===== config.mk =====
export PLATFORM = sky130hd
export DESIGN_NAME = fpt_panel
export DESIGN_NICKNAME = d
export VERILOG_FILES = /design/src/hdl/fpt_pkg.sv /design/src/hdl/fpt_timebase.sv /design/src/hdl/fpt_panel.sv
export SDC_FILE = /design/constraint.sdc
export NUM_CORES = 1
export LEC_CHECK = 0
export ABC_AREA = 1
export BUFFER_PORTS_ARGS = -buffer_cell sky130_fd_sc_hd__buf_2
export CORE_ASPECT_RATIO = 1.2
export CORE_MARGIN = 5
export CORE_UTILIZATION = 60
export CTS_BUF_LIST = sky130_fd_sc_hd__clkbuf_8
export CTS_CLUSTER_SIZE = 40
export DETAILED_ROUTE_END_ITERATION = 12
export PLACE_DENSITY = 0.78
export SYNTH_ARGS = -nofsm -noshare
export SYNTH_HDL_FRONTEND = slang
export SYNTH_SLANG_ARGS = --single-unit

===== constraint.sdc =====
create_clock -name REF_CLK -period 1.9 [get_ports REF_CLK]
set_input_delay 0.475 -clock REF_CLK [delete_from_list [all_inputs] [get_ports REF_CLK]]
set_output_delay 0.475 -clock REF_CLK [all_outputs]
set_load 0.02 [all_outputs]

===== src/hdl/fpt_pkg.sv =====
/*
  constants, address map and carrier types for the front panel timing block.
  assumes a 125 MHz system clock and a regenerated 3.6864 MHz master clock pin.
*/
package fpt_pkg;
  // ----------------------------------------------------------------
  // clock rates and derived counts
  // ----------------------------------------------------------------
  localparam longint CLK_HZ          = 125000000;
  localparam longint MCLK_HZ         = 3686400;       // regenerated master clock
  localparam int     TB_WIDTH        = 12;            // master clock counter chain
  localparam int     DIV8_BIT        = 2;             // bit toggling at master / 8
  localparam int     DIV900_BIT      = 11;            // bit toggling at master / 4096
  // filament phases, in master clock periods (rounded to nearest)
  localparam longint FIL_HIGH_NS     = 6510;
  localparam longint FIL_DEAD_NS     = 2170;
  localparam longint FIL_HIGH_TICKS  = (FIL_HIGH_NS * MCLK_HZ + 500000000) / 1000000000;
  localparam longint FIL_DEAD_TICKS  = (FIL_DEAD_NS * MCLK_HZ + 500000000) / 1000000000;
  localparam logic [5:0] FIL_HIGH_LAST = 6'(FIL_HIGH_TICKS - 1);
  localparam logic [5:0] FIL_DEAD_LAST = 6'(FIL_DEAD_TICKS - 1);
  // refresh watchdog timeout
  localparam longint WDOG_TIMEOUT_MS = 40;
  localparam longint WDOG_CYCLES     = WDOG_TIMEOUT_MS * CLK_HZ / 1000;
  // ----------------------------------------------------------------
  // control display refresh geometry, in 460.8 kHz ticks
  // ----------------------------------------------------------------
  localparam int         CD_GRIDS      = 129;
  localparam logic [6:0] CD_LAST_GRID  = 7'h7f;        // grid 128, last one driven
  localparam logic [4:0] CD_ANODES     = 5'h1a;        // anodes per column
  localparam logic [5:0] GRID_STEP_LAST = 6'h2f;       // 48 ticks per grid step
  // ----------------------------------------------------------------
  // panel address map
  // ----------------------------------------------------------------
  localparam logic [23:0] OTD_FIRST  = 24'hd02000;
  localparam logic [23:0] OTD_LAST   = 24'hd027ff;
  localparam logic [23:0] CTD_FIRST  = 24'hd02800;
  localparam logic [23:0] CTD_LAST   = 24'hd02fff;
  localparam logic [23:0] KNOB_FIRST = 24'hd03000;
  localparam logic [23:0] KNOB_LAST  = 24'hd033ff;
  localparam logic [23:0] LAMP_FIRST = 24'hd03400;
  localparam logic [23:0] LAMP_LAST  = 24'hd037ff;
  localparam logic [23:0] KEY_FIRST  = 24'hd03800;
  localparam logic [23:0] KEY_LAST   = 24'hd03bff;
  // status byte bit positions
  localparam int ST_FAIL = 0;
  localparam int ST_HOLD = 1;
  // ----------------------------------------------------------------
  // carriers
  // ----------------------------------------------------------------
  typedef struct packed {
    logic        wr;
    logic        rd;
    logic [23:0] addr;
  } fpt_req_t;
  // active-high select set, one bit per panel resource
  typedef struct packed {
    logic otd;
    logic ctd;
    logic knob_rd;
    logic knob_clr;
    logic lamp_rd;
    logic lamp_wr;
    logic key;
  } fpt_sel_t;
endpackage : fpt_pkg


===== src/hdl/fpt_timebase.sv =====
/*
  master clock regeneration counter: synchronises the master clock pin,
  turns each rising edge into a one-cycle tick and runs the divider chain.
  assumes the pin runs well below half of REF_CLK.
*/
module fpt_timebase
  import fpt_pkg::*;
(
  input  wire logic                clk,       // system clock
  input  wire logic                rst_n,     // async reset, low
  input  wire logic                mclk_pin,  // master clock pin
  output logic                     mtick,     // one pulse per master rising edge
  output logic [TB_WIDTH-1:0]      chain      // divider chain value
);
  logic       sync1_reg;
  logic       sync2_reg;
  logic       prev_reg;
  logic [TB_WIDTH-1:0] chain_next;

  // ----------------------------------------------------------------
  // pin synchroniser and edge detect
  // ----------------------------------------------------------------
  always_ff @(posedge clk or negedge rst_n) begin
    if (!rst_n) begin
      sync1_reg <= 1'b0;
      sync2_reg <= 1'b0;
      prev_reg  <= 1'b0;
      mtick     <= 1'b0;
    end else begin
      sync1_reg <= mclk_pin;
      sync2_reg <= sync1_reg;
      prev_reg  <= sync2_reg;
      mtick     <= sync2_reg & ~prev_reg;
    end
  end

  // ----------------------------------------------------------------
  // divider chain
  // ----------------------------------------------------------------
  assign chain_next = chain + TB_WIDTH'(1);

  always_ff @(posedge clk or negedge rst_n) begin
    if (!rst_n) begin
      chain <= '0;
    end else if (mtick) begin
      chain <= chain_next;
    end
  end
endmodule : fpt_timebase


===== src/hdl/fpt_panel.sv =====
/*
  front panel timing, refresh guard and address decode.
  assumes synchronous host strobes on REF_CLK and asynchronous panel pins.
*/
// The placing of the registers and strobed register access were left to the implementer.
// What this block does
// - divide master clock by eight, inverted, giving the 460.8 kHz clock.
// - same chain divides further to a 900 Hz timing output.
// - each refresh pulse from the last grid driver clears the watchdog.
// - watchdog expiry sets a failure latch that stays set.
// - failure latch drives the high-voltage supply shutdown.
// - failure raises low supply-fail interrupt and blanks both displays.
// - refresh and filament state machines; filament gives two 57.6 kHz phases.
// - produce grid master strobe and general master strobe.
// - drive control blank, two anode pair clocks and output display blank.
// - generate bus acknowledge and combined panel interrupt.
// - decode output and control display memory selects.
// - decode knob read/clear, lamp counter/latch and keypad selects.
// - refresh 128 driven grids of 26 anodes; skip column C of last.
// - phases high 6.51 us each with 2.17 us dead time, no overlap.
// - hold acknowledge for control memory writes while contention persists.
module fpt_panel
  import fpt_pkg::*;
#(
  parameter longint WDOG_LIMIT = WDOG_CYCLES  // refresh watchdog, in REF_CLK cycles
)(
  input  wire logic        REF_CLK,                 // 125 MHz clock
  input  wire logic        RSTN,                    // async reset, low
  input  wire logic        MCLK_IN,                 // regenerated master clock pin
  input  wire logic        LAST_GRID_SERIAL_OUT,    // refresh pulse pin
  input  wire logic        CONTROL_MEM_CONTENTION_N,// contention pin, low
  input  wire logic        KNOB_IRQ,                // knob event pin
  input  wire logic        KEYPAD_IRQ,              // keypad event pin
  input  wire logic [23:0] ADDR,                    // host address
  input  wire logic        WR_STB,                  // write strobe
  input  wire logic        RD_STB,                  // read strobe
  output logic      [7:0]  RD_DATA,                 // status byte
  output logic             BUS_ACK,                 // access acknowledge
  output logic             PANEL_IRQ_N,             // panel interrupt, low
  output logic             SUPPLY_FAIL_IRQ_N,       // supply fail interrupt, low
  output logic             HV_SUPPLY_SHUTDOWN,      // supply shutdown
  output logic             TIMING_CLK_460K,         // 460.8 kHz clock
  output logic             TIMING_900HZ,            // 900 Hz timing
  output logic             FILAMENT_PHASE_A,        // filament phase a
  output logic             FILAMENT_PHASE_B,        // filament phase b
  output logic             GRID_MASTER_PULSE,       // grid master strobe
  output logic             GENERAL_MASTER_PULSE,    // general master strobe
  output logic             CONTROL_DISP_BLANK,      // control display blank
  output logic             OUTPUT_DISP_BLANK,       // output display blank
  output logic             ANODE_PAIR1_CLK,         // anode clock, pair one
  output logic             ANODE_PAIR2_CLK,         // anode clock, pair two
  output logic             OUTPUT_DISP_MEM_SEL_N,   // output memory select, low
  output logic             CONTROL_DISP_MEM_SEL_N,  // control memory select, low
  output logic             KNOB_READ_SEL_N,         // knob read select, low
  output logic             KNOB_CLEAR_N,            // knob clear strobe, low
  output logic             LAMP_COUNTER_READ,       // lamp counter read
  output logic             LAMP_LATCH_WRITE,        // lamp latch write
  output logic             KEYPAD_SEL_N             // keypad select, low
);
  typedef enum logic [1:0] {FL_A, FL_DEAD1, FL_B, FL_DEAD2} fpt_fil_t;
  typedef enum logic [1:0] {RF_BLANK, RF_LOAD, RF_SHOW} fpt_ref_t;

  logic [TB_WIDTH-1:0] chain;
  logic       mtick;
  logic       tick460;
  logic       chain2_prev_reg;
  logic [4:0] pin1_reg;
  logic [4:0] pin2_reg;
  logic       refr_prev_reg;
  logic       refr_edge;
  logic [31:0] wdog_reg;
  logic       fail_reg;
  fpt_fil_t   fil_state_reg;
  logic [5:0] fil_cnt_reg;
  fpt_ref_t   ref_state_reg;
  logic [5:0] step_cnt_reg;
  logic [6:0] grid_reg;
  logic       load_pair2;
  fpt_req_t   req;
  fpt_sel_t   sel_next;
  fpt_sel_t   sel_reg;
  logic       hold_reg;
  logic       cont_low;

  // ----------------------------------------------------------------
  // master clock chain and derived timing
  // ----------------------------------------------------------------
  fpt_timebase u_tb (
    .clk      (REF_CLK),
    .rst_n    (RSTN),
    .mclk_pin (MCLK_IN),
    .mtick    (mtick),
    .chain    (chain)
  );

  // tick on each rising edge of the /8 stage
  assign tick460 = chain[DIV8_BIT] & ~chain2_prev_reg;

  always_ff @(posedge REF_CLK or negedge RSTN) begin
    if (!RSTN) begin
      chain2_prev_reg <= 1'b0;
      TIMING_CLK_460K <= 1'b1;
      TIMING_900HZ    <= 1'b0;
    end else begin
      chain2_prev_reg <= chain[DIV8_BIT];
      TIMING_CLK_460K <= ~chain[DIV8_BIT];
      TIMING_900HZ    <= chain[DIV900_BIT];
    end
  end

  // ----------------------------------------------------------------
  // pin synchronisers: refresh, contention, knob, keypad, spare
  // ----------------------------------------------------------------
  always_ff @(posedge REF_CLK or negedge RSTN) begin
    if (!RSTN) begin
      pin1_reg      <= 5'h02;
      pin2_reg      <= 5'h02;
      refr_prev_reg <= 1'b0;
    end else begin
      pin1_reg      <= {1'b0, KEYPAD_IRQ, KNOB_IRQ, CONTROL_MEM_CONTENTION_N,
                        LAST_GRID_SERIAL_OUT};
      pin2_reg      <= pin1_reg;
      refr_prev_reg <= pin2_reg[0];
    end
  end

  assign refr_edge = pin2_reg[0] & ~refr_prev_reg;
  assign cont_low  = ~pin2_reg[1];

  // ----------------------------------------------------------------
  // refresh watchdog and failure latch
  // ----------------------------------------------------------------
  // cleared by refresh
  always_ff @(posedge REF_CLK or negedge RSTN) begin
    if (!RSTN) begin
      wdog_reg <= '0;
    end else if (refr_edge) begin
      wdog_reg <= '0;
    end else if (wdog_reg != 32'(WDOG_LIMIT - 1)) begin
      wdog_reg <= wdog_reg + 32'h1;
    end
  end

  always_ff @(posedge REF_CLK or negedge RSTN) begin
    if (!RSTN) begin
      fail_reg <= 1'b0;
    end else if (wdog_reg == 32'(WDOG_LIMIT - 1)) begin
      fail_reg <= 1'b1;
    end
  end

  always_ff @(posedge REF_CLK or negedge RSTN) begin
    if (!RSTN) begin
      HV_SUPPLY_SHUTDOWN <= 1'b0;
      SUPPLY_FAIL_IRQ_N  <= 1'b1;
      OUTPUT_DISP_BLANK  <= 1'b1;
    end else begin
      HV_SUPPLY_SHUTDOWN <= fail_reg;
      SUPPLY_FAIL_IRQ_N  <= ~fail_reg;
      OUTPUT_DISP_BLANK  <= fail_reg | (ref_state_reg == RF_BLANK);
    end
  end

  // ----------------------------------------------------------------
  // filament sequencer
  // ----------------------------------------------------------------
  // alternating phases with dead time
  always_ff @(posedge REF_CLK or negedge RSTN) begin
    if (!RSTN) begin
      fil_state_reg <= FL_DEAD2;
      fil_cnt_reg   <= '0;
    end else if (mtick) begin
      fil_cnt_reg <= fil_cnt_reg + 6'h1;
      case (fil_state_reg)
        FL_A: begin
          if (fil_cnt_reg == FIL_HIGH_LAST) begin
            fil_state_reg <= FL_DEAD1;
            fil_cnt_reg   <= '0;
          end
        end
        FL_DEAD1: begin
          if (fil_cnt_reg == FIL_DEAD_LAST) begin
            fil_state_reg <= FL_B;
            fil_cnt_reg   <= '0;
          end
        end
        FL_B: begin
          if (fil_cnt_reg == FIL_HIGH_LAST) begin
            fil_state_reg <= FL_DEAD2;
            fil_cnt_reg   <= '0;
          end
        end
        default: begin
          if (fil_cnt_reg == FIL_DEAD_LAST) begin
            fil_state_reg <= FL_A;
            fil_cnt_reg   <= '0;
          end
        end
      endcase
    end
  end

  // phase outputs
  always_ff @(posedge REF_CLK or negedge RSTN) begin
    if (!RSTN) begin
      FILAMENT_PHASE_A <= 1'b0;
      FILAMENT_PHASE_B <= 1'b0;
    end else begin
      FILAMENT_PHASE_A <= (fil_state_reg == FL_A);
      FILAMENT_PHASE_B <= (fil_state_reg == FL_B);
    end
  end

  // ----------------------------------------------------------------
  // control display refresh sequencer
  // ----------------------------------------------------------------
  // blank, load 26 anodes, show; 128 grids
  always_ff @(posedge REF_CLK or negedge RSTN) begin
    if (!RSTN) begin
      ref_state_reg <= RF_BLANK;
      step_cnt_reg  <= '0;
      grid_reg      <= '0;
    end else if (tick460) begin
      step_cnt_reg <= step_cnt_reg + 6'h1;
      case (ref_state_reg)
        RF_BLANK: begin
          ref_state_reg <= RF_LOAD;
        end
        RF_LOAD: begin
          if (step_cnt_reg == 6'(CD_ANODES)) begin
            ref_state_reg <= RF_SHOW;
          end
        end
        default: begin
          if (step_cnt_reg == GRID_STEP_LAST) begin
            ref_state_reg <= RF_BLANK;
            step_cnt_reg  <= '0;
            grid_reg      <= grid_reg + 7'h1;
          end
        end
      endcase
    end
  end

  // odd steps load the C/D pair; column C of the last grid is unused
  assign load_pair2 = grid_reg[0] & (grid_reg != CD_LAST_GRID);

  always_ff @(posedge REF_CLK or negedge RSTN) begin
    if (!RSTN) begin
      GRID_MASTER_PULSE    <= 1'b0;
      GENERAL_MASTER_PULSE <= 1'b0;
      CONTROL_DISP_BLANK   <= 1'b1;
      ANODE_PAIR1_CLK      <= 1'b0;
      ANODE_PAIR2_CLK      <= 1'b0;
    end else begin
      GRID_MASTER_PULSE    <= tick460 & (ref_state_reg == RF_BLANK);
      GENERAL_MASTER_PULSE <= tick460;
      CONTROL_DISP_BLANK   <= fail_reg | (ref_state_reg == RF_BLANK);
      ANODE_PAIR1_CLK      <= (ref_state_reg == RF_LOAD) & ~grid_reg[0] & chain[DIV8_BIT];
      ANODE_PAIR2_CLK      <= (ref_state_reg == RF_LOAD) & load_pair2 & chain[DIV8_BIT];
    end
  end

  // ----------------------------------------------------------------
  // host address decode
  // ----------------------------------------------------------------
  assign req = '{wr: WR_STB, rd: RD_STB, addr: ADDR};

  always_comb begin
    sel_next = '0;
    if (!(req.wr | req.rd)) begin
      sel_next = '0;
    end else if (req.addr >= OTD_FIRST && req.addr <= OTD_LAST) begin
      sel_next.otd = 1'b1;
    end else if (req.addr >= CTD_FIRST && req.addr <= CTD_LAST) begin
      sel_next.ctd = 1'b1;
    end else if (req.addr >= KNOB_FIRST && req.addr <= KNOB_LAST) begin
      sel_next.knob_rd  = req.rd;
      sel_next.knob_clr = req.wr;
    end else if (req.addr >= LAMP_FIRST && req.addr <= LAMP_LAST) begin
      sel_next.lamp_rd = req.rd;
      sel_next.lamp_wr = req.wr;
    end else if (req.addr >= KEY_FIRST && req.addr <= KEY_LAST) begin
      sel_next.key = 1'b1;
    end
  end

  // selects and acknowledge, held on contention
  always_ff @(posedge REF_CLK or negedge RSTN) begin
    if (!RSTN) begin
      sel_reg  <= '0;
      hold_reg <= 1'b0;
      BUS_ACK  <= 1'b0;
    end else if (hold_reg) begin
      // select stands through the acknowledge cycle, drops after
      hold_reg <= cont_low;
      BUS_ACK  <= ~cont_low;
    end else begin
      sel_reg  <= sel_next;
      hold_reg <= sel_next.ctd & req.wr & cont_low;
      BUS_ACK  <= (sel_next != '0) & ~(sel_next.ctd & req.wr & cont_low);
    end
  end

  assign OUTPUT_DISP_MEM_SEL_N  = ~sel_reg.otd;
  assign CONTROL_DISP_MEM_SEL_N = ~sel_reg.ctd;
  assign KNOB_READ_SEL_N        = ~sel_reg.knob_rd;
  assign KNOB_CLEAR_N           = ~sel_reg.knob_clr;
  assign LAMP_COUNTER_READ      = sel_reg.lamp_rd;
  assign LAMP_LATCH_WRITE       = sel_reg.lamp_wr;
  assign KEYPAD_SEL_N           = ~sel_reg.key;

  always_ff @(posedge REF_CLK or negedge RSTN) begin
    if (!RSTN) begin
      PANEL_IRQ_N <= 1'b1;
      RD_DATA     <= 8'h00;
    end else begin
      PANEL_IRQ_N <= ~(pin2_reg[2] | pin2_reg[3]);
      RD_DATA     <= 8'h00;
      if (req.rd) begin
        RD_DATA[ST_FAIL] <= fail_reg;
        RD_DATA[ST_HOLD] <= hold_reg;
      end
    end
  end
endmodule : fpt_panel


After elaboration in Yosys (flattened, before gate mapping)

Cells that the tools add are included.

Output and inout bits: 29
Flip-flop bits (word level): 105
Word-level logic and storage cells: 141
Input bits: 33

Eq/ne operators: 14
Multiplexer cells: 28
Bitwise gates (word level): 30
Magnitude comparators: 10
$add $sub $neg: 5
Reductions and logical operators: 16

Operators with widths:

| cell                  | count |
|---|---|
| $ge 24x24->1 const B  | 5 |
| $le 24x24->1 const B  | 5 |
| $mux 32               | 2 |
| $mux 6                | 6 |
| $add 32x1->32 const B | 1 |
| $eq 32x23->1 const B  | 1 |
| $ne 32x23->1 const B  | 1 |
| $mux 2                | 9 |
| $not 1->1             | 15 |
| $add 12x1->12 const B | 1 |
| $add 6x1->6 const B   | 2 |
| $and 1x1->1           | 12 |
| $eq 6x5->1 const B    | 2 |
| $ne 2x2->1 const B    | 4 |
| $add 7x1->7 const B   | 1 |
| $mux 7                | 1 |
| $ne 7x7->1 const B    | 1 |
| $reduce_bool 7->1     | 1 |
| $eq 6x3->1 const B    | 1 |
| $eq 6x6->1 const B    | 1 |
| $mux 1                | 6 |
| $pmux 2 s3            | 1 |
| $reduce_and 3->1      | 2 |
| $reduce_bool 3->1     | 2 |
| other kinds (11)      | 20 |

Depth between registers and ports, before layout

Gate-level depths: netlist of the first run.

Depth after elaboration: 13
Gate-level depth with buffers: 12
Gate-level depth less buffers: 12

Hierarchy

From an unflattened synthesis of the first run, not the netlist that was laid out.

Cell total of the unflattened synthesis: 608
Area total of the unflattened synthesis: 5,149.9 sq um

Modules (own cells, without submodules):

| module       | instances | area each (sq um) | sequential area each (sq um) | cells each |
|---|---|---|---|---|
| fpt_panel    | 1         | 4,443.0           | 2,237.1                      | 529 |
| fpt_timebase | 1         | 706.9             | 400.4                        | 79 |

Least setup slack after synthesis of the first run

No wires, ideal clock.

Kind: register to register
Start: reg fil_state_reg[0]
End: reg fil_state_reg[0]
Period minus slack after synthesis: 1.683 ns
Setup slack: 0.217 ns
Library setup time: 0.079 ns
Cell stages (with the launch flop): 9
Arrival: 1.604 ns
Data required time: 1.821 ns
Path through: dfstp_2 inv_1 ha_1 or2_2 o21ai_1 nand2_1 a21oi_2 nand3b_1 o21ai_0

Cells in the longest elaborated chain, start to end: 3
Elaborated cells on any way between the ends: 9

Ends and longest elaborated chain:

| element                                                          | line             | source |
|---|---|---|
| start, declared                                                  | fpt_panel.sv:73  | `fpt_fil_t fil_state_reg;` |
| start signal, assigned                                           | fpt_panel.sv:170 | `fil_state_reg <= FL_DEAD2;` |
| start signal, assigned                                           | fpt_panel.sv:177 | `fil_state_reg <= FL_DEAD1;` |
| start signal, assigned                                           | fpt_panel.sv:183 | `fil_state_reg <= FL_B;` |
| $eq 2x1->1, or another cell as far along                         | fpt_panel.sv:174 | `case (fil_state_reg)` |
| $ne 2x2->1 (no source line) or $reduce_bool 3->1 (tied branches) | -                |  |
| $reduce_and 5->1 (no source line)                                | -                |  |

Several ways; a longest one is shown, not always the timed one.
A chain may end at the register's enable or synchronous reset.

Final worst setup path of the first run

Same ends and word-level chain as after synthesis.

==> results.sh, run 1 <==
export IMPL_synth_ff_type="dfrtp_1"
export IMPL_numPortBuffers=45
export IMPL_synthCells=575
export IMPL_fp_row_count=36
export IMPL_cts_buffers=9
export IMPL_switching_share=0.318
export IMPL_critPathLaunchType="flip-flop"
export IMPL_ant_nets=0
export IMPL_power_w=0.00522
export IMPL_endpoint_kind="flip-flop"
export IMPL_largest_register_ffs=32
export IMPL_grtUsageTotal=0.199
export IMPL_synth_top_cell_by_area="dfrtp_1"
export IMPL_tightest_slew_ps=572
export IMPL_root_buffer="clkbuf_8"
export IMPL_die_h_um=110
export IMPL_fillers=626
export IMPL_placedCellCount=710
export IMPL_core_area_um2=8110
export IMPL_arrival_ps=2110
export IMPL_grt_first_pass_wirelength_mm=16.4
export IMPL_syn_area_per_cell_um2=8.68
export IMPL_cts_tree="built"
export IMPL_vias=3884
export IMPL_fin_crit_ps=1810
export IMPL_firstDrtPassIters=4
export IMPL_path_buf_inv=1
export IMPL_slew_violations=0
export IMPL_synthDistinctLibCells=40
export IMPL_avgRoutedWirePerCell_um=12.8
export IMPL_dp_worst_setup_slack_ps=86.6
export IMPL_hold_viol=0
export IMPL_synth_warnings=0
export IMPL_fin_crit_sh=0.954
export IMPL_busiest_layer="met2"
export IMPL_slowest_delay_ps=540
export IMPL_ff_latch_area_um2=2640
export IMPL_antenna_found_initial=0
export IMPL_use_met2=0.362
export IMPL_clk_latency_ps=380
export IMPL_clkTransAtPathRegs_ps=110
export IMPL_slowest_stage="dfstp_2"
export IMPL_slew_headroom=0.618
export IMPL_met1_usage=0.231
export IMPL_setup_viol=0
export IMPL_peakVddDrop_mv=0.721
export IMPL_routed_wl_mm=9.34
export IMPL_ctsHoldBuffers=0
export IMPL_drive_gt1_frac=0.174
export IMPL_yosys_top_cells_area="dfrtp_1 49%, nand2_1 8.2%, inv_1 6.0%"
export IMPL_p_clk_frac=0.272
export IMPL_path_class="reg2reg"
export IMPL_syn_to_final_growth_pct=12.3
export IMPL_combPwrFrac=0.189
export IMPL_final_net_count=675
export IMPL_p_per_area_nw_per_um2=932
export IMPL_p_seq_frac=0.540
export IMPL_required_ps=2200
export IMPL_reg2reg_slack_ps=90
export IMPL_start_util=0.615
export IMPL_vias_per_cell=5.31
export IMPL_p_sw_w=0.00166
export IMPL_drt_iter0_drc=116
export IMPL_hpwlAfterDp_mm=6.77
export IMPL_max_freq_mhz=552
export IMPL_drv_cap=0
export IMPL_grt_pass1_vias=3931
export IMPL_setup_ws_ps=87.6
export IMPL_numClockSinks=105
export IMPL_hold_path_class="in2async"
export IMPL_outcome="complete, no violations"
export IMPL_path_cells="inv_1 -> ha_1 -> or2_2 -> o21ai_2 -> nand2_1 -> a21oi_2 -> nand3b_1 -> o21ai_0"
export IMPL_die_x_um=93.2
export IMPL_finalNonFillerCells=732
export IMPL_synth_common_cells="109 x nand2_1, 97 x dfrtp_1, 80 x inv_1, 67 x nor2_1, 29 x nand3_1"
export IMPL_multiInputGateArea_um2=2000
export IMPL_utilization=0.691
export IMPL_die_area_um2=10200
export IMPL_io_pins=62
export IMPL_met3_usage=0.0370
export IMPL_synth_most_common_cell="nand2_1"
export IMPL_skew_ps=10.9
export IMPL_synth_top_area_share=0.487
export IMPL_leakage_nw=2.80
export IMPL_grt_overflow=0
export IMPL_grt_max_degree=43
export IMPL_synth_seq_area_share=0.529
export IMPL_place_congestion=0.857
export IMPL_synth_ff_latch_count=105
export IMPL_cp_max_fo=4
export IMPL_intPower_w=0.00356
export IMPL_post_route_drc_count=0
export IMPL_cts_buffer_depth=2
export IMPL_crit_family="flip-flops"
export IMPL_syn_area_um2=4990
export IMPL_htree_levels=3
export IMPL_synth_async_reset_ratio=1.00
export IMPL_synth_edf_count=0
export IMPL_diodes=0
==> routing by layer <==
layer  part of all wire  routed length [um]
met3              0.035                 325
met5                  0                   0
met1               0.42                3910
met4              0.019                 174
met2               0.53                4930
==> placed cells by master (no fill, tap or decap), drive strengths merged, types with 2 or more instances in the layout <==
cell	instances
nand2	109
dfrtp	97
inv	88
nor2	75
buf	54
nand3	32
o21ai	28
a21oi	27
nand4	22
nor3	16
xor2	15
ha	10
clkbuf	9
dfstp	8
xnor2	8
conb	6
or2	6
nor4	5
o21a	4
nand3b	3
a31oi	2
nor3b	2
clkinvlp	2
==> through the flow <==
step	hold WS [ps]	TNS, ps	area (um2)
after global routing	39.5	-53.6	5600
after floorplan	179	0	5010
after global placement	334	0	5320
final	9.14	0	5600
after detailed placement	335	0	5320
after CTS	15.2	0	5520
==> worst paths after layout <==
path | startpoint | endpoint | depth (start not counted)
max in group asynchronous | RSTN | TIMING_CLK_460K | 2
max | fil_state_reg[0] | fil_state_reg[0] | 8
min | RSTN | wdog_reg[14] | 1
max reg2reg | fil_state_reg[0] | fil_state_reg[0] | 8
min in group REF_CLK | KEYPAD_IRQ | pin1_reg[3] | 1
min reg2reg | pin1_reg[2] | pin2_reg[2] | 0
==> final cells by class <==
| cell class | count | area share |
|---|---|---|
| clock buffer | 9 | 0.0221 |
| multi-input combinational | 377 | 0.358 |
| timing repair buffer | 54 | 0.0572 |
| clock inverter | 7 | 0.0143 |
| tap | 95 | 0.0212 |
| inverter | 85 | 0.0569 |
| sequential | 105 | 0.471 |
==> power by group through the flow <==
stage,clock network [W],registers (W),logic (W)
2_1_floorplan,0,0.00288,0.000650
3_3_place_gp,0,0.00283,0.000912
3_5_place_dp,0,0.00285,0.000964
4_1_cts,0.00145,0.00281,0.000967
5_1_grt,0.00155,0.00287,0.00115
6_report,0.00142,0.00282,0.000985
==> worst register-to-register path, stage by stage (launching register included) <==
cell      delay (ps)
dfstp_2          540
inv_1             60
ha_1             210
or2_2            340
o21ai_2          150
nand2_1          100
a21oi_2          170
nand3b_1          90
o21ai_0           80
==> cell families (layout without fill, tap and decap cells) <==
logic type / Yosys count / after routing / share of synthesized area
xor+xnor: 23 / 23 / 0.0404
compound gates: 66 / 66 / 0.0735
flops: 105 / 105 / 0.529
fa+ha+maj: 10 / 10 / 0.0251
other cells: 1 / 6 / 0.000752
simple gates: 272 / 272 / 0.250
buf+inv: 98 / 155 / 0.0813
==> what timing repair did <==
action	CTS	global route
gates resized for setup	0	11
endpoints found under the setup margin	0	7
buffers inserted	0	6
(Power assumes the default switching activity.)
==> run 2, diff against run 1 <==
--- a/config.mk
+++ b/config.mk
@@ -5,7 +5,6 @@
 export SDC_FILE = /design/constraint.sdc
 export NUM_CORES = 1
 export LEC_CHECK = 0
-export ABC_AREA = 1
 export BUFFER_PORTS_ARGS = -buffer_cell sky130_fd_sc_hd__buf_2
 export CORE_ASPECT_RATIO = 1.2
 export CORE_MARGIN = 5
==> run 2 against run 1 <==
Net effect: register-to-register slack improved by 40 ps; combinational power rose by 0.8%; global-route usage fell by 2.6 points; largest power group unchanged; sequential share of layout area rose by 2.7 points; highest routed layer unchanged; worst setup slack improved by 41 ps; via count fell by 18%; area after synthesis fell by 4.9%; die area fell by 4.5%; fmax rose by 2.3%; largest cell class unchanged; core utilization fell by 0.37 points.
==> results.sh, run 2 <==
export IMPL_setup_tns_ps=0
export IMPL_crit_family="flip-flops"
export IMPL_vias=3174
export IMPL_required_ps=2200
export IMPL_path_class="reg2reg"
export IMPL_synth_seq_area_share=0.556
export IMPL_clk_latency_ps=360
export IMPL_synthDistinctLibCells=56
export IMPL_firstDrtPassIters=4
export IMPL_met3_usage=0.0350
export IMPL_syn_to_final_growth_pct=11.7
export IMPL_root_buffer="clkbuf_8"
export IMPL_setup_ws_ps=128
export IMPL_grt_setup_unrepaired="no"
export IMPL_antenna_found_initial=0
export IMPL_power_w=0.00514
export IMPL_post_route_drc_count=0
export IMPL_tightest_slew_ps=537
export IMPL_drv_cap=0
export IMPL_fin_crit_ps=1770
export IMPL_cts_tree="built"
export IMPL_final_net_count=522
export IMPL_largest_register_ffs=32
export IMPL_grt_max_degree=30
export IMPL_slew_violations=0
export IMPL_cp_max_fo=5
export IMPL_synth_ff_type="dfrtp_1"
export IMPL_cts_buffer_depth=2
export IMPL_hpwlAfterDp_mm=5.85
export IMPL_vias_per_cell=5.51
export IMPL_critPathLaunchType="flip-flop"
export IMPL_hold_viol=0
export IMPL_synth_top_area_share=0.512
export IMPL_grt_overflow=0
export IMPL_grt_first_pass_wirelength_mm=14.1
export IMPL_skew_ps=9.67
export IMPL_slowest_stage="dfstp_2"
export IMPL_layout_common_cells="97 x dfrtp_1, 44 x buf_2, 39 x xnor2_1, 38 x nor2_1, 30 x nand2_1"
export IMPL_avgRoutedWirePerCell_um=14.0
export IMPL_met1_usage=0.217
export IMPL_synth_common_cells="97 x dfrtp_1, 39 x nor2_1, 39 x xnor2_1, 30 x nand2_1, 18 x inv_1"
export IMPL_hold_path_class="in2reg"
export IMPL_busiest_layer="met2"
export IMPL_leakage_nw=2.39
export IMPL_peakVddDrop_mv=0.611
export IMPL_synth_top_cell_by_area="dfrtp_1"
export IMPL_numClockSinks=105
export IMPL_diodes=0
export IMPL_fp_row_count=35
export IMPL_synth_edf_count=0
export IMPL_ant_nets=0
export IMPL_die_h_um=107
export IMPL_syn_area_um2=4740
export IMPL_synth_most_common_cell="dfrtp_1"
export IMPL_synthCells=426
export IMPL_place_congestion=0.804
export IMPL_drive_gt1_frac=0.213
export IMPL_htree_levels=3
export IMPL_slowest_delay_ps=590
export IMPL_grt_pass1_vias=3198
export IMPL_synth_async_reset_ratio=1.00
export IMPL_synth_warnings=0
export IMPL_numPortBuffers=45
export IMPL_cts_buffers=9
export IMPL_fin_crit_sh=0.933
export IMPL_reg2reg_slack_ps=130
export IMPL_synth_ff_latch_count=105
export IMPL_holdWs_ps=195
export IMPL_die_x_um=91.2
export IMPL_drt_iter0_drc=153
export IMPL_dp_worst_setup_slack_ps=86.9
export IMPL_slew_headroom=0.642
export IMPL_path_buf_inv=1
export IMPL_max_freq_mhz=564
export IMPL_start_util=0.615
export IMPL_arrival_ps=2070
export IMPL_grtUsageTotal=0.173
export IMPL_clkTransAtPathRegs_ps=110
export IMPL_die_area_um2=9790
export IMPL_routed_wl_mm=8.06
export IMPL_syn_area_per_cell_um2=11.1
export IMPL_p_per_area_nw_per_um2=969
export IMPL_use_met2=0.295
export IMPL_endpoint_kind="flip-flop"
export IMPL_yosys_top_cells_area="dfrtp_1 51%, xnor2_1 7.2%, dfstp_2 4.4%"
export IMPL_crit_path_frequent_cell="a21oi_1"
export IMPL_io_pins=62
export IMPL_setup_viol=0
export IMPL_path_cells="inv_1 -> ha_1 -> nor2_2 -> nor2_1 -> a21oi_1 -> mux2_2 -> a21oi_1"
export IMPL_core_area_um2=7710
export IMPL_outcome="complete, no violations"
export IMPL_final_common_cell="dfrtp_1"
run 2: cell types whose count changed in the layout (fill, tap and decap cells not counted), moves of 8 or more:
cell     before  now
nor2_1       64   38
xor2_1       15    5
o21ai_0      27   14
a21oi_1      25   13
nand4_1      22   14
xnor2_1       8   39
nand2_1     106   30
nand3_1      29   17
inv_1        81   18
run 2: layout make-up:
class	instances	area, um2
Tap cell	92	115
Clock buffer	9	124
Multi-Input combinational cell	287	1940
Clock inverter	7	65.1
Fill cell	577	2410
Sequential cell	105	2640
Inverter	18	67.6
Timing Repair Buffer	58	353
run 2: per-stage QoR:
step / cell area [um2] / cells / util
after detailed placement: 5090 / 559 / 0.660
after floorplan: 4760 / 431 / -
after global placement: 5090 / 559 / 0.660
after CTS: 5290 / 576 / 0.686
final: 5300 / 576 / 0.688
after global routing: 5300 / 576 / 0.688
run 2: routing by layer:
metal	part of all wire	wire length, um
met1	0.43	3460
met2	0.53	4250
met3	0.031	248
met4	0.013	104
met5	0	0
run 2: final timing paths:
| kind | start | end | cells past startpoint |
|---|---|---|---|
| setup / recovery | fil_state_reg[0] | fil_state_reg[1] | 7 |
| hold / removal | CONTROL_MEM_CONTENTION_N | pin1_reg[1] | 1 |
| setup reg to reg | fil_state_reg[0] | fil_state_reg[1] | 7 |
| hold reg to reg | pin1_reg[2] | pin2_reg[2] | 0 |
| max in group asynchronous | RSTN | CONTROL_DISP_BLANK | 3 |
| min in group asynchronous | RSTN | FILAMENT_PHASE_B | 2 |
run 2: kinds of logic after synthesis:
| family | count (synthesis) | share of synthesized area |
|---|---|---|
| simple gates | 177 | 0.223 |
| flops | 105 | 0.556 |
| xor+xnor | 45 | 0.0831 |
| compound gates | 44 | 0.0570 |
| buf+inv | 39 | 0.0419 |
| fa+ha+maj | 10 | 0.0264 |
| mux | 5 | 0.0113 |
| other cells | 1 | 0.000791 |
run 2: repair_timing:
| action | CTS | global route |
|---|---|---|
| resized for setup | 0 | 3 |
| hold endpoints to repair | 7 | 0 |
| hold buffers | 1 | 0 |
| buffers inserted | 0 | 0 |
| endpoints found under the setup margin | 0 | 3 |
run 2: report_power, final:
part           total, W  leakage (nW)  internal (W)  switching (W)
sequential      0.00285          1.37       0.00255       0.000295
combinational  0.000993         0.917      0.000448       0.000546
clock           0.00129        0.0969      0.000502       0.000792
total           0.00514          2.39       0.00350        0.00163
run 2: worst reg2reg max path, delay by kind of cell (launching register included):
kind	cells	cell delay (ps)
DFF	1	590
muxes	1	350
AOI/OAI and AO/OA	2	290
adders and majority gates	1	240
and+or+nand+nor	2	180
buffers and inverters	1	70
